### config.mk
export PLATFORM = sky130hd
export DESIGN_NAME = system_address_decoder
export DESIGN_NICKNAME = d
export VERILOG_FILES = /design/src/pkg/addr_decode_pkg.sv /design/src/design/system_address_decoder.sv
export SDC_FILE = /design/constraint.sdc
export NUM_CORES = 1
export LEC_CHECK = 0
export BUFFER_PORTS_ARGS = -buffer_cell sky130_fd_sc_hd__buf_2
export CORE_UTILIZATION = 39
export CTS_CLUSTER_SIZE = 16
export DETAILED_ROUTE_END_ITERATION = 8
export PLACE_DENSITY = 0.79
export SLEW_MARGIN = 20
export SYNTH_ARGS = -nofsm -noshare
export SYNTH_HDL_FRONTEND = slang
export SYNTH_SLANG_ARGS = --single-unit
### constraint.sdc
create_clock -name core_clk_in -period 1.5 [get_ports core_clk_in]
set_input_delay 0.3 -clock core_clk_in [delete_from_list [all_inputs] [get_ports core_clk_in]]
set_output_delay 0.3 -clock core_clk_in [all_outputs]
set_load 0.005 [all_outputs]
### src/pkg/addr_decode_pkg.sv
// Constants, types and register map of the system address decoder.
package addr_decode_pkg;

  // ----------------------------------------------------------------
  // Register map (byte addresses, 32-bit words)
  // ----------------------------------------------------------------
  localparam logic [3:0] CTRL_OFFSET   = 4'h0;
  localparam logic [3:0] STATUS_OFFSET = 4'h4;
  localparam logic [3:0] KBC_IN_OFFSET = 4'h8;
  localparam logic [3:0] KBC_TST_OFFSET = 4'hc;

  // Control register fields.
  localparam int CTRL_HISPEED_BIT   = 0;
  localparam int CTRL_EXP_RAM_BIT   = 1;
  localparam int CTRL_SPK_GATE_BIT  = 2;
  localparam int CTRL_SPK_DATA_BIT  = 3;

  // Keyboard controller input port fields.
  localparam int KBC_SPEED_BIT   = 5;
  localparam int KBC_DISPLAY_BIT = 6;
  localparam int KBC_LOCK_BIT    = 7;

  // ----------------------------------------------------------------
  // Memory map boundaries (24-bit)
  // ----------------------------------------------------------------
  localparam logic [23:0] MEM_RAM_LO_END  = 24'h07ffff;
  localparam logic [23:0] MEM_RAM_HI_BASE = 24'h080000;
  localparam logic [23:0] MEM_RAM_HI_END  = 24'h09ffff;
  localparam logic [23:0] MEM_VID_BASE    = 24'h0a0000;
  localparam logic [23:0] MEM_VID_END     = 24'h0bffff;
  localparam logic [23:0] MEM_OPT_BASE    = 24'h0c0000;
  localparam logic [23:0] MEM_OPT_END     = 24'h0dffff;
  localparam logic [7:0]  MEM_ROM_E_SEG   = 8'h0e;
  localparam logic [7:0]  MEM_ROM_F_SEG   = 8'h0f;
  localparam logic [7:0]  MEM_ROM_E_ALIAS = 8'hfe;
  localparam logic [7:0]  MEM_ROM_F_ALIAS = 8'hff;

  // ----------------------------------------------------------------
  // I/O map (10-bit)
  // ----------------------------------------------------------------
  localparam logic [9:0] IO_DMA1_BASE  = 10'h000;
  localparam logic [9:0] IO_DMA1_END   = 10'h01f;
  localparam logic [9:0] IO_PIC1_BASE  = 10'h020;
  localparam logic [9:0] IO_PIC1_END   = 10'h03f;
  localparam logic [9:0] IO_RTC_BASE   = 10'h040;
  localparam logic [9:0] IO_RTC_END    = 10'h05f;
  localparam logic [9:0] IO_KBC_BASE   = 10'h060;
  localparam logic [9:0] IO_KBC_END    = 10'h06f;
  localparam logic [9:0] IO_RTCM_BASE  = 10'h070;
  localparam logic [9:0] IO_RTCM_END   = 10'h07f;
  localparam logic [9:0] IO_PAGE_BASE  = 10'h080;
  localparam logic [9:0] IO_PAGE_END   = 10'h09f;
  localparam logic [9:0] IO_PIC2_BASE  = 10'h0a0;
  localparam logic [9:0] IO_PIC2_END   = 10'h0bf;
  localparam logic [9:0] IO_DMA2_BASE  = 10'h0c0;
  localparam logic [9:0] IO_DMA2_END   = 10'h0df;
  localparam logic [9:0] IO_RSVD_BASE  = 10'h0e0;
  localparam logic [9:0] IO_RSVD_END   = 10'h0ef;
  localparam logic [9:0] IO_FPU_CLRBSY = 10'h0f0;
  localparam logic [9:0] IO_FPU_RESET  = 10'h0f1;
  localparam logic [9:0] IO_FPU_BASE   = 10'h0f8;
  localparam logic [9:0] IO_FPU_END    = 10'h0ff;

  // ----------------------------------------------------------------
  // Clocks
  // ----------------------------------------------------------------
  localparam int CORE_CLK_KHZ = 250000;
  localparam int LOW_SPEED_KHZ = 6000;
  // Half period of the low-speed enable toggle, in core cycles.
  localparam int LOW_HALF_CYC = CORE_CLK_KHZ / (2 * LOW_SPEED_KHZ);
  localparam logic [7:0] LOW_HALF_CNT = 8'(LOW_HALF_CYC);

  // Reset values.
  localparam logic [3:0] CTRL_RESET = 4'h0;

  // Decoder target selection.
  typedef enum logic [3:0] {
    TGT_NONE     = 4'h0,
    TGT_RAM      = 4'h1,
    TGT_ROM      = 4'h2,
    TGT_EXP_MEM  = 4'h3,
    TGT_DMA1     = 4'h4,
    TGT_PIC1     = 4'h5,
    TGT_RTC      = 4'h6,
    TGT_KBC      = 4'h7,
    TGT_PAGE     = 4'h8,
    TGT_PIC2     = 4'h9,
    TGT_DMA2     = 4'ha,
    TGT_FPU      = 4'hb,
    TGT_EXP_IO   = 4'hc,
    TGT_EXP_RAM  = 4'hd
  } target_t;

endpackage

### src/design/system_address_decoder.sv
// System address decoder with speed, speaker and keyboard-strap glue.
//
// Implementation choices: the Avalon-MM register port and the placing of the registers.
module system_address_decoder (
  // Clock and reset
  input  wire logic                         core_clk_in,
  input  wire logic                         srst_in,
  // Processor cycle
  input  wire logic [23:0]                  cpu_addr_in,
  input  wire logic                         mem_cycle_in,
  input  wire logic                         io_cycle_in,
  // Memory selects
  output logic                              ram_sel_out,
  output logic                              exp_ram_sel_out,
  output logic                              rom_sel_out,
  output logic                              exp_mem_sel_out,
  // I/O selects
  output logic                              dma1_sel_out,
  output logic                              pic1_sel_out,
  output logic                              rtc_sel_out,
  output logic                              kbc_sel_out,
  output logic                              page_sel_out,
  output logic                              pic2_sel_out,
  output logic                              dma2_sel_out,
  output logic                              fpu_sel_out,
  output logic                              exp_io_sel_out,
  output logic                              fpu_clr_busy_out,
  output logic                              fpu_reset_out,
  output addr_decode_pkg::target_t          target_out,
  // Speed, speaker and strap pins
  input  wire logic                         osc_clk_in,
  input  wire logic                         timer2_out_in,
  input  wire logic                         kbd_lock_in,
  input  wire logic                         default_speed_strap_in,
  input  wire logic                         display_type_switch_in,
  input  wire logic                         kbd_clk_in,
  input  wire logic                         kbd_data_in,
  output logic                              cpu_clk_out,
  output logic                              speaker_out,
  output logic                              speed_led_hi_out,
  output logic [7:0]                        kbc_in_port_out,
  output logic                              kbc_test0_out,
  output logic                              kbc_test1_out,
  // Avalon-MM register slave
  input  wire logic [3:0]                   avs_address,
  input  wire logic                         avs_read,
  input  wire logic                         avs_write,
  input  wire logic [31:0]                  avs_writedata,
  output logic [31:0]                       avs_readdata,
  output logic                              avs_waitrequest
);
  import addr_decode_pkg::*;

  // ----------------------------------------------------------------
  // State
  // ----------------------------------------------------------------
  typedef struct packed {
    logic [3:0]  ctrl;
    logic        strap_valid;
    logic [2:0]  sync_osc;
    logic [2:0]  sync_t2;
    logic [2:0]  sync_lock;
    logic [2:0]  sync_spd;
    logic [2:0]  sync_disp;
    logic [2:0]  sync_kclk;
    logic [2:0]  sync_kdat;
    logic        osc;
    logic        t2;
    logic        lock;
    logic        spd;
    logic        disp;
    logic        kclk;
    logic        kdat;
    logic [7:0]  div_cnt;
    logic        low_clk;
    logic        ack;
    logic [31:0] rdata;
    target_t     target;
    logic        clr_busy;
    logic        fpu_rst;
  } state_t;

  state_t state_q;
  state_t state_d;

  // ----------------------------------------------------------------
  // Decode functions
  // ----------------------------------------------------------------
  function automatic logic in_io(input logic [9:0] a, input logic [9:0] lo,
                                 input logic [9:0] hi);
    in_io = (a >= lo) && (a <= hi);
  endfunction

  function automatic logic in_mem(input logic [23:0] a, input logic [23:0] lo,
                                  input logic [23:0] hi);
    in_mem = (a >= lo) && (a <= hi);
  endfunction

  // A pin input counts as changed once the second and third stages agree.
  function automatic logic filt(input logic [2:0] s, input logic prev);
    filt = (s[1] == s[2]) ? s[2] : prev;
  endfunction

  function automatic target_t mem_decode(input logic [23:0] a, input logic exp_ram);
    logic [7:0] seg;
    seg = a[23:16];
    if (a <= MEM_RAM_LO_END) begin
      mem_decode = TGT_RAM;
    end else if (in_mem(a, MEM_RAM_HI_BASE, MEM_RAM_HI_END)) begin
      mem_decode = exp_ram ? TGT_EXP_RAM : TGT_RAM;
    end else if (in_mem(a, MEM_VID_BASE, MEM_VID_END)) begin
      mem_decode = TGT_EXP_MEM;
    end else if (in_mem(a, MEM_OPT_BASE, MEM_OPT_END)) begin
      mem_decode = TGT_EXP_MEM;
    end else if (seg == MEM_ROM_E_SEG || seg == MEM_ROM_E_ALIAS) begin
      mem_decode = TGT_ROM;
    end else if (seg == MEM_ROM_F_SEG || seg == MEM_ROM_F_ALIAS) begin
      mem_decode = TGT_ROM;
    end else begin
      mem_decode = TGT_EXP_MEM;
    end
  endfunction

  function automatic target_t io_decode(input logic [9:0] a);
    if (in_io(a, IO_DMA1_BASE, IO_DMA1_END)) begin
      io_decode = TGT_DMA1;
    end else if (in_io(a, IO_PIC1_BASE, IO_PIC1_END)) begin
      io_decode = TGT_PIC1;
    end else if (in_io(a, IO_RTC_BASE, IO_RTC_END) || in_io(a, IO_RTCM_BASE, IO_RTCM_END)) begin
      io_decode = TGT_RTC;
    end else if (in_io(a, IO_KBC_BASE, IO_KBC_END)) begin
      io_decode = TGT_KBC;
    end else if (in_io(a, IO_PAGE_BASE, IO_PAGE_END)) begin
      io_decode = TGT_PAGE;
    end else if (in_io(a, IO_PIC2_BASE, IO_PIC2_END)) begin
      io_decode = TGT_PIC2;
    end else if (in_io(a, IO_DMA2_BASE, IO_DMA2_END)) begin
      io_decode = TGT_DMA2;
    end else if (in_io(a, IO_RSVD_BASE, IO_RSVD_END)) begin
      io_decode = TGT_NONE;
    end else if (a == IO_FPU_CLRBSY || a == IO_FPU_RESET ||
                 in_io(a, IO_FPU_BASE, IO_FPU_END)) begin
      io_decode = TGT_FPU;
    end else begin
      io_decode = TGT_EXP_IO;
    end
  endfunction

  // ----------------------------------------------------------------
  // Next state
  // ----------------------------------------------------------------
  always_comb begin
    logic [9:0] io_a;
    logic       hit;
    io_a    = cpu_addr_in[9:0];
    hit     = 1'b0;
    state_d = state_q;

    state_d.sync_osc  = {state_q.sync_osc[1:0], osc_clk_in};
    state_d.sync_t2   = {state_q.sync_t2[1:0], timer2_out_in};
    state_d.sync_lock = {state_q.sync_lock[1:0], kbd_lock_in};
    state_d.sync_spd  = {state_q.sync_spd[1:0], default_speed_strap_in};
    state_d.sync_disp = {state_q.sync_disp[1:0], display_type_switch_in};
    state_d.sync_kclk = {state_q.sync_kclk[1:0], kbd_clk_in};
    state_d.sync_kdat = {state_q.sync_kdat[1:0], kbd_data_in};
    state_d.osc  = filt(state_q.sync_osc, state_q.osc);
    state_d.t2   = filt(state_q.sync_t2, state_q.t2);
    state_d.lock = filt(state_q.sync_lock, state_q.lock);
    state_d.spd  = filt(state_q.sync_spd, state_q.spd);
    state_d.disp = filt(state_q.sync_disp, state_q.disp);
    state_d.kclk = filt(state_q.sync_kclk, state_q.kclk);
    state_d.kdat = filt(state_q.sync_kdat, state_q.kdat);

    // The strap sets the power-on speed once the filter has settled.
    if (!state_q.strap_valid && state_q.sync_spd[1] == state_q.sync_spd[2]) begin
      state_d.strap_valid = 1'b1;
      state_d.ctrl[CTRL_HISPEED_BIT] = ~state_q.sync_spd[2];
    end

    // Fixed low rate is divided from the core clock.
    if (state_q.div_cnt >= LOW_HALF_CNT - 8'h01) begin
      state_d.div_cnt = 8'h00;
      state_d.low_clk = ~state_q.low_clk;
    end else begin
      state_d.div_cnt = state_q.div_cnt + 8'h01;
    end

    // Decode is registered: selects follow the address by one cycle.
    if (mem_cycle_in) begin
      state_d.target = mem_decode(cpu_addr_in, state_q.ctrl[CTRL_EXP_RAM_BIT]);
    end else if (io_cycle_in) begin
      state_d.target = io_decode(io_a);
    end else begin
      state_d.target = TGT_NONE;
    end
    state_d.clr_busy = io_cycle_in && !mem_cycle_in && io_a == IO_FPU_CLRBSY;
    state_d.fpu_rst  = io_cycle_in && !mem_cycle_in && io_a == IO_FPU_RESET;

    // Avalon slave: one wait cycle, answer at the second edge.
    state_d.ack = (avs_read || avs_write) && !state_q.ack;
    // A write lands only on the edge that completes the transfer.
    if (avs_write && state_q.ack && avs_address == CTRL_OFFSET) begin
      state_d.ctrl = avs_writedata[3:0];
    end
    if (avs_read && !state_q.ack) begin
      unique case (avs_address)
        CTRL_OFFSET:    begin
          state_d.rdata = {28'h0000000, state_q.ctrl};
          hit = 1'b1;
        end
        STATUS_OFFSET:  begin
          state_d.rdata = {24'h000000, 4'(state_q.target), state_q.low_clk,
                           state_q.t2, state_q.ctrl[CTRL_HISPEED_BIT], state_q.strap_valid};
          hit = 1'b1;
        end
        KBC_IN_OFFSET:  begin
          state_d.rdata = {24'h000000, state_q.lock, state_q.disp, state_q.spd, 5'h10};
          hit = 1'b1;
        end
        KBC_TST_OFFSET: begin
          state_d.rdata = {30'h00000000, state_q.kdat, state_q.kclk};
          hit = 1'b1;
        end
        default:        begin
          state_d.rdata = 32'h00000000;
        end
      endcase
      if (!hit) begin
        state_d.rdata = 32'h00000000;
      end
    end

    if (srst_in) begin
      state_d.ctrl        = CTRL_RESET;
      state_d.strap_valid = 1'b0;
      state_d.div_cnt     = 8'h00;
      state_d.low_clk     = 1'b0;
      state_d.ack         = 1'b0;
      state_d.rdata       = 32'h00000000;
      state_d.target      = TGT_NONE;
      state_d.clr_busy    = 1'b0;
      state_d.fpu_rst     = 1'b0;
      state_d.osc         = 1'b0;
      state_d.t2          = 1'b0;
      state_d.lock        = 1'b0;
      state_d.spd         = 1'b0;
      state_d.disp        = 1'b0;
      state_d.kclk        = 1'b0;
      state_d.kdat        = 1'b0;
    end
  end

  always_ff @(posedge core_clk_in) begin
    state_q <= state_d;
  end

  // ----------------------------------------------------------------
  // Outputs
  // ----------------------------------------------------------------
  assign target_out       = state_q.target;
  assign ram_sel_out      = state_q.target == TGT_RAM;
  assign exp_ram_sel_out  = state_q.target == TGT_EXP_RAM;
  assign rom_sel_out      = state_q.target == TGT_ROM;
  assign exp_mem_sel_out  = state_q.target == TGT_EXP_MEM;
  assign dma1_sel_out     = state_q.target == TGT_DMA1;
  assign pic1_sel_out     = state_q.target == TGT_PIC1;
  assign rtc_sel_out      = state_q.target == TGT_RTC;
  assign kbc_sel_out      = state_q.target == TGT_KBC;
  assign page_sel_out     = state_q.target == TGT_PAGE;
  assign pic2_sel_out     = state_q.target == TGT_PIC2;
  assign dma2_sel_out     = state_q.target == TGT_DMA2;
  assign fpu_sel_out      = state_q.target == TGT_FPU;
  assign exp_io_sel_out   = state_q.target == TGT_EXP_IO;
  assign fpu_clr_busy_out = state_q.clr_busy;
  assign fpu_reset_out    = state_q.fpu_rst;

  // Clock mux is glitch-prone on a live switch; software should switch at a quiet time.
  assign cpu_clk_out      = state_q.ctrl[CTRL_HISPEED_BIT] ? state_q.osc
                                                           : state_q.low_clk;
  assign speed_led_hi_out = state_q.ctrl[CTRL_HISPEED_BIT];
  assign speaker_out      = state_q.t2 & state_q.ctrl[CTRL_SPK_GATE_BIT]
                            & state_q.ctrl[CTRL_SPK_DATA_BIT];
  assign kbc_in_port_out  = {state_q.lock, state_q.disp, state_q.spd,
                             5'h10};
  assign kbc_test0_out    = state_q.kclk;
  assign kbc_test1_out    = state_q.kdat;

  assign avs_readdata     = state_q.rdata;
  assign avs_waitrequest  = (avs_read || avs_write) && !state_q.ack;

endmodule

==> qor.yml <==
run_status:
  status: "finished, final reports clean"
floorplan:
  rows: 28
  die-area_sq_mm: 0.00642
  die_y_um: 80.2
  start_util_pct: 40.2
  ios: 138
  core_sq_mm: 0.00592
  dieWidth_um: 80.2
critical_path:
  crit_path_end_kind: "output pin"
  worstPathMaxFanout: 8
  crit_arrival_ns: 1.12
  critPathSlowestCell: "dfxtp_4"
  cp_slowest_stage_delay_ns: 0.38
  crit_chain: "nand2b_4 -> nor3_1 -> buf_2"
  cp.required_ns: 1.20
  start_kind: "register"
  critPathKind: "register to output pin"
  rr_worst_depth: 5
synthesis:
  synth_area_sq_mm: 0.00238
  yosysSeqAreaShare_pct: 47.9
  synth_ff_type: "dfxtp_1"
  yosys_warnings: 0
  yosysMostFrequentCell: "dfxtp_1"
  postSynthAreaPerCell_sq_um: 9.06
  ys_seq_elements: 57
  synthTopCellsByArea: "dfxtp_1 48%, buf_4 14%, nor2_1 5.4%, a21oi_1 2.9%, mux2i_1 2.9%"
  yosysTopAreaCell: "dfxtp_1"
  synthTopCellsByCount: "57 x dfxtp_1, 44 x buf_4, 34 x nor2_1, 15 x nand2_1, 14 x a21oi_1"
  synthArstFlopShare_pct: 0
  ys_types: 35
  synthesis.instances: 263
  yosysTopAreaCellShare_pct: 47.9
  synth_edf_count: 0
place:
  hpwl_um: 3380
  io_buffers: 73
  gp_congestion: 0.814
grt:
  antenna_found_initial: 0
  grt_pass1_wl_um: 7240
  grt_use_total_pct: 15.0
  grt_overflow_total: 0
  grt_pass1_vias: 1745
  grt_max_degree: 27
detailed_routing:
  wl_um: 4490
  remaining_drc_errors: 0
  firstDrtPassIters: 4
  drtAntennaViolNets: 0
  vias: 1934
  routedWlPerCell_um: 10.8
  drt-vias-per-instance: 4.65
  drtIter0Drc: 120
cts:
  cts.sinks: 57
  cts_tree: "done"
  cts-root-buf: "clkbuf_8"
  clk-insertion-delay-late_ns: 0.33
  cts-buffers-inserted: 9
  h-tree-depth: 3
  post_cts_buffers: 0
  cts.path.max_buffers: 2
  path_clk_slew_ns: 0.06
layout:
  n_fill_cell: 585
  multi_input_area_sq_mm: 0.00103
  seqCellArea_sq_mm: 0.00116
  final_nets: 410
  area_growth_pct: 23.1
  antennaDiodeCount: 0
  post-route-util_pct: 49.5
  layout-drive-gt1-share_pct: 33.7
sta:
  report.final.slew_viol_count: 0
  setup_viol: 0
  fin_setup_tns_ns: 0
  clock.fmax_ghz: 0.703
  rsz0062_at_grt: "yes"
  period_minus_slack_ns: 1.42
  hold_viol: 0
  skew_ns: 0.00510
  period_share_pct: 94.9
hold_path:
  min_path_cells: 1
  hold_path.class: "input pin to register"
power:
  p_total_mw: 3.32
  power_leakage_nw: 1.36
  ir_drop_uv: 821
  power_density_mw_per_mm2: 1130
job:
  maxCapViolations: 0
[final cells by class]
cell class              count  share of cell area (%)
clock buffers              11                    5.16
flip-flops and latches     57                    39.4
multi-input cells         182                    35.1
clock inverters             5                    1.84
well taps                  75                    3.20
inverters                   4                   0.512
repair buffers             82                    14.8
[critical path: cells and delay by family, from the launching register on]
family | cells | cell delay (ns)
DFF | 1 | 0.38
and+or+nand+nor | 2 | 0.29
buffers and inverters | 1 | 0.13
[report_power, final]
part | total, mW | switching (mW) | internal [mW]
sequential | 1.63 | 0.0500 | 1.58
combinational | 0.271 | 0.142 | 0.129
clock | 1.43 | 0.577 | 0.850
[timing repair]
action	CTS	global route
resized for setup	4	11
hold endpoints to repair	0	0
pin swaps	0	1
endpoints found under the setup margin	13	13
hold buffers	0	0
[final timing paths]
check	from	endpoint	slack, ns
setup / recovery	target_out[3]	rom_sel_out	0.08
hold / removal	kbd_lock_in	state_d[68]	0.07
setup reg to reg	state_q[40]	state_q[43]	0.09
hold reg to reg	state_d[65]	state_d[66]	0.33
[layout by cell type (no fill, tap or decap), drive strengths merged]
| master | Yosys | layout |
|---|---|---|
| inv | 4 | 4 |
| ha | 1 | 1 |
| a22oi | 6 | 6 |
| nand4 | 1 | 1 |
| xor2 | 2 | 2 |
| nor2b | 2 | 2 |
| or2 | 2 | 2 |
| nand2b | 6 | 6 |
| clkbuf | 6 | 11 |
| clkinv | 0 | 4 |
| xnor2 | 3 | 3 |
| nor4 | 3 | 3 |
| bufinv | 0 | 1 |
| a22o | 3 | 3 |
| a21oi | 14 | 14 |
| buf | 44 | 82 |
| nand3 | 10 | 10 |
| o311a | 1 | 1 |
| o21a | 1 | 1 |
| mux2i | 7 | 7 |
| o2bb2ai | 1 | 1 |
| mux2 | 1 | 1 |
| or4 | 3 | 3 |
| or3 | 2 | 2 |
| and3 | 2 | 2 |
| nor3 | 11 | 11 |
| nor2 | 34 | 34 |
| a211o | 2 | 2 |
| dfxtp | 57 | 57 |
| conb | 2 | 32 |
| o31ai | 1 | 1 |
| o21ai | 13 | 13 |
| a21o | 2 | 2 |
| o2111ai | 1 | 1 |
| nand2 | 15 | 15 |
[logic make-up (layout without fill, tap and decap cells)]
logic type,after synthesis,in the layout,synth area share (%)
flops,57,57,47.9
mux,8,8,3.41
compound gates,45,45,11.8
xor+xnor,5,5,1.84
other cells,2,32,0.315
buf+inv,54,102,15.4
simple gates,91,91,18.7
fa+ha+maj,1,1,0.525
[stage by stage]
step | instance area, sq um | hold slack (ns) | worst slack, ns | instances
CTS | 2880 | 0.0557 | 0.0105 | 416
global placement | 2670 | 0.310 | -0.146 | 400
detailed placement | 2670 | 0.314 | -0.170 | 400
finish | 2930 | 0.0701 | 0.0769 | 416
floorplan | 2490 | 0.310 | 0.00650 | 293
global route | 2930 | 0.0512 | -0.0226 | 416
[registers in the layout, indices dropped and copies added, names as in the netlist]
name	count
speed_led_hi_out	1
kbc_test1_out	1
avs_readdata	8
fpu_reset_out	1
state_d	14
state_q	23
fpu_clr_busy_out	1
kbc_in_port_out	3
kbc_test0_out	1
target_out	4
[per-layer routing]
| metal | GRT usage, % | wire, um |
|---|---|---|
| met5 | 0 | 0 |
| met1 | 15.5 | 1960 |
| met3 | 4.89 | 236 |
| met2 | 27.4 | 2230 |
| met4 | 6.61 | 60 |
(Power assumes the default switching activity.)
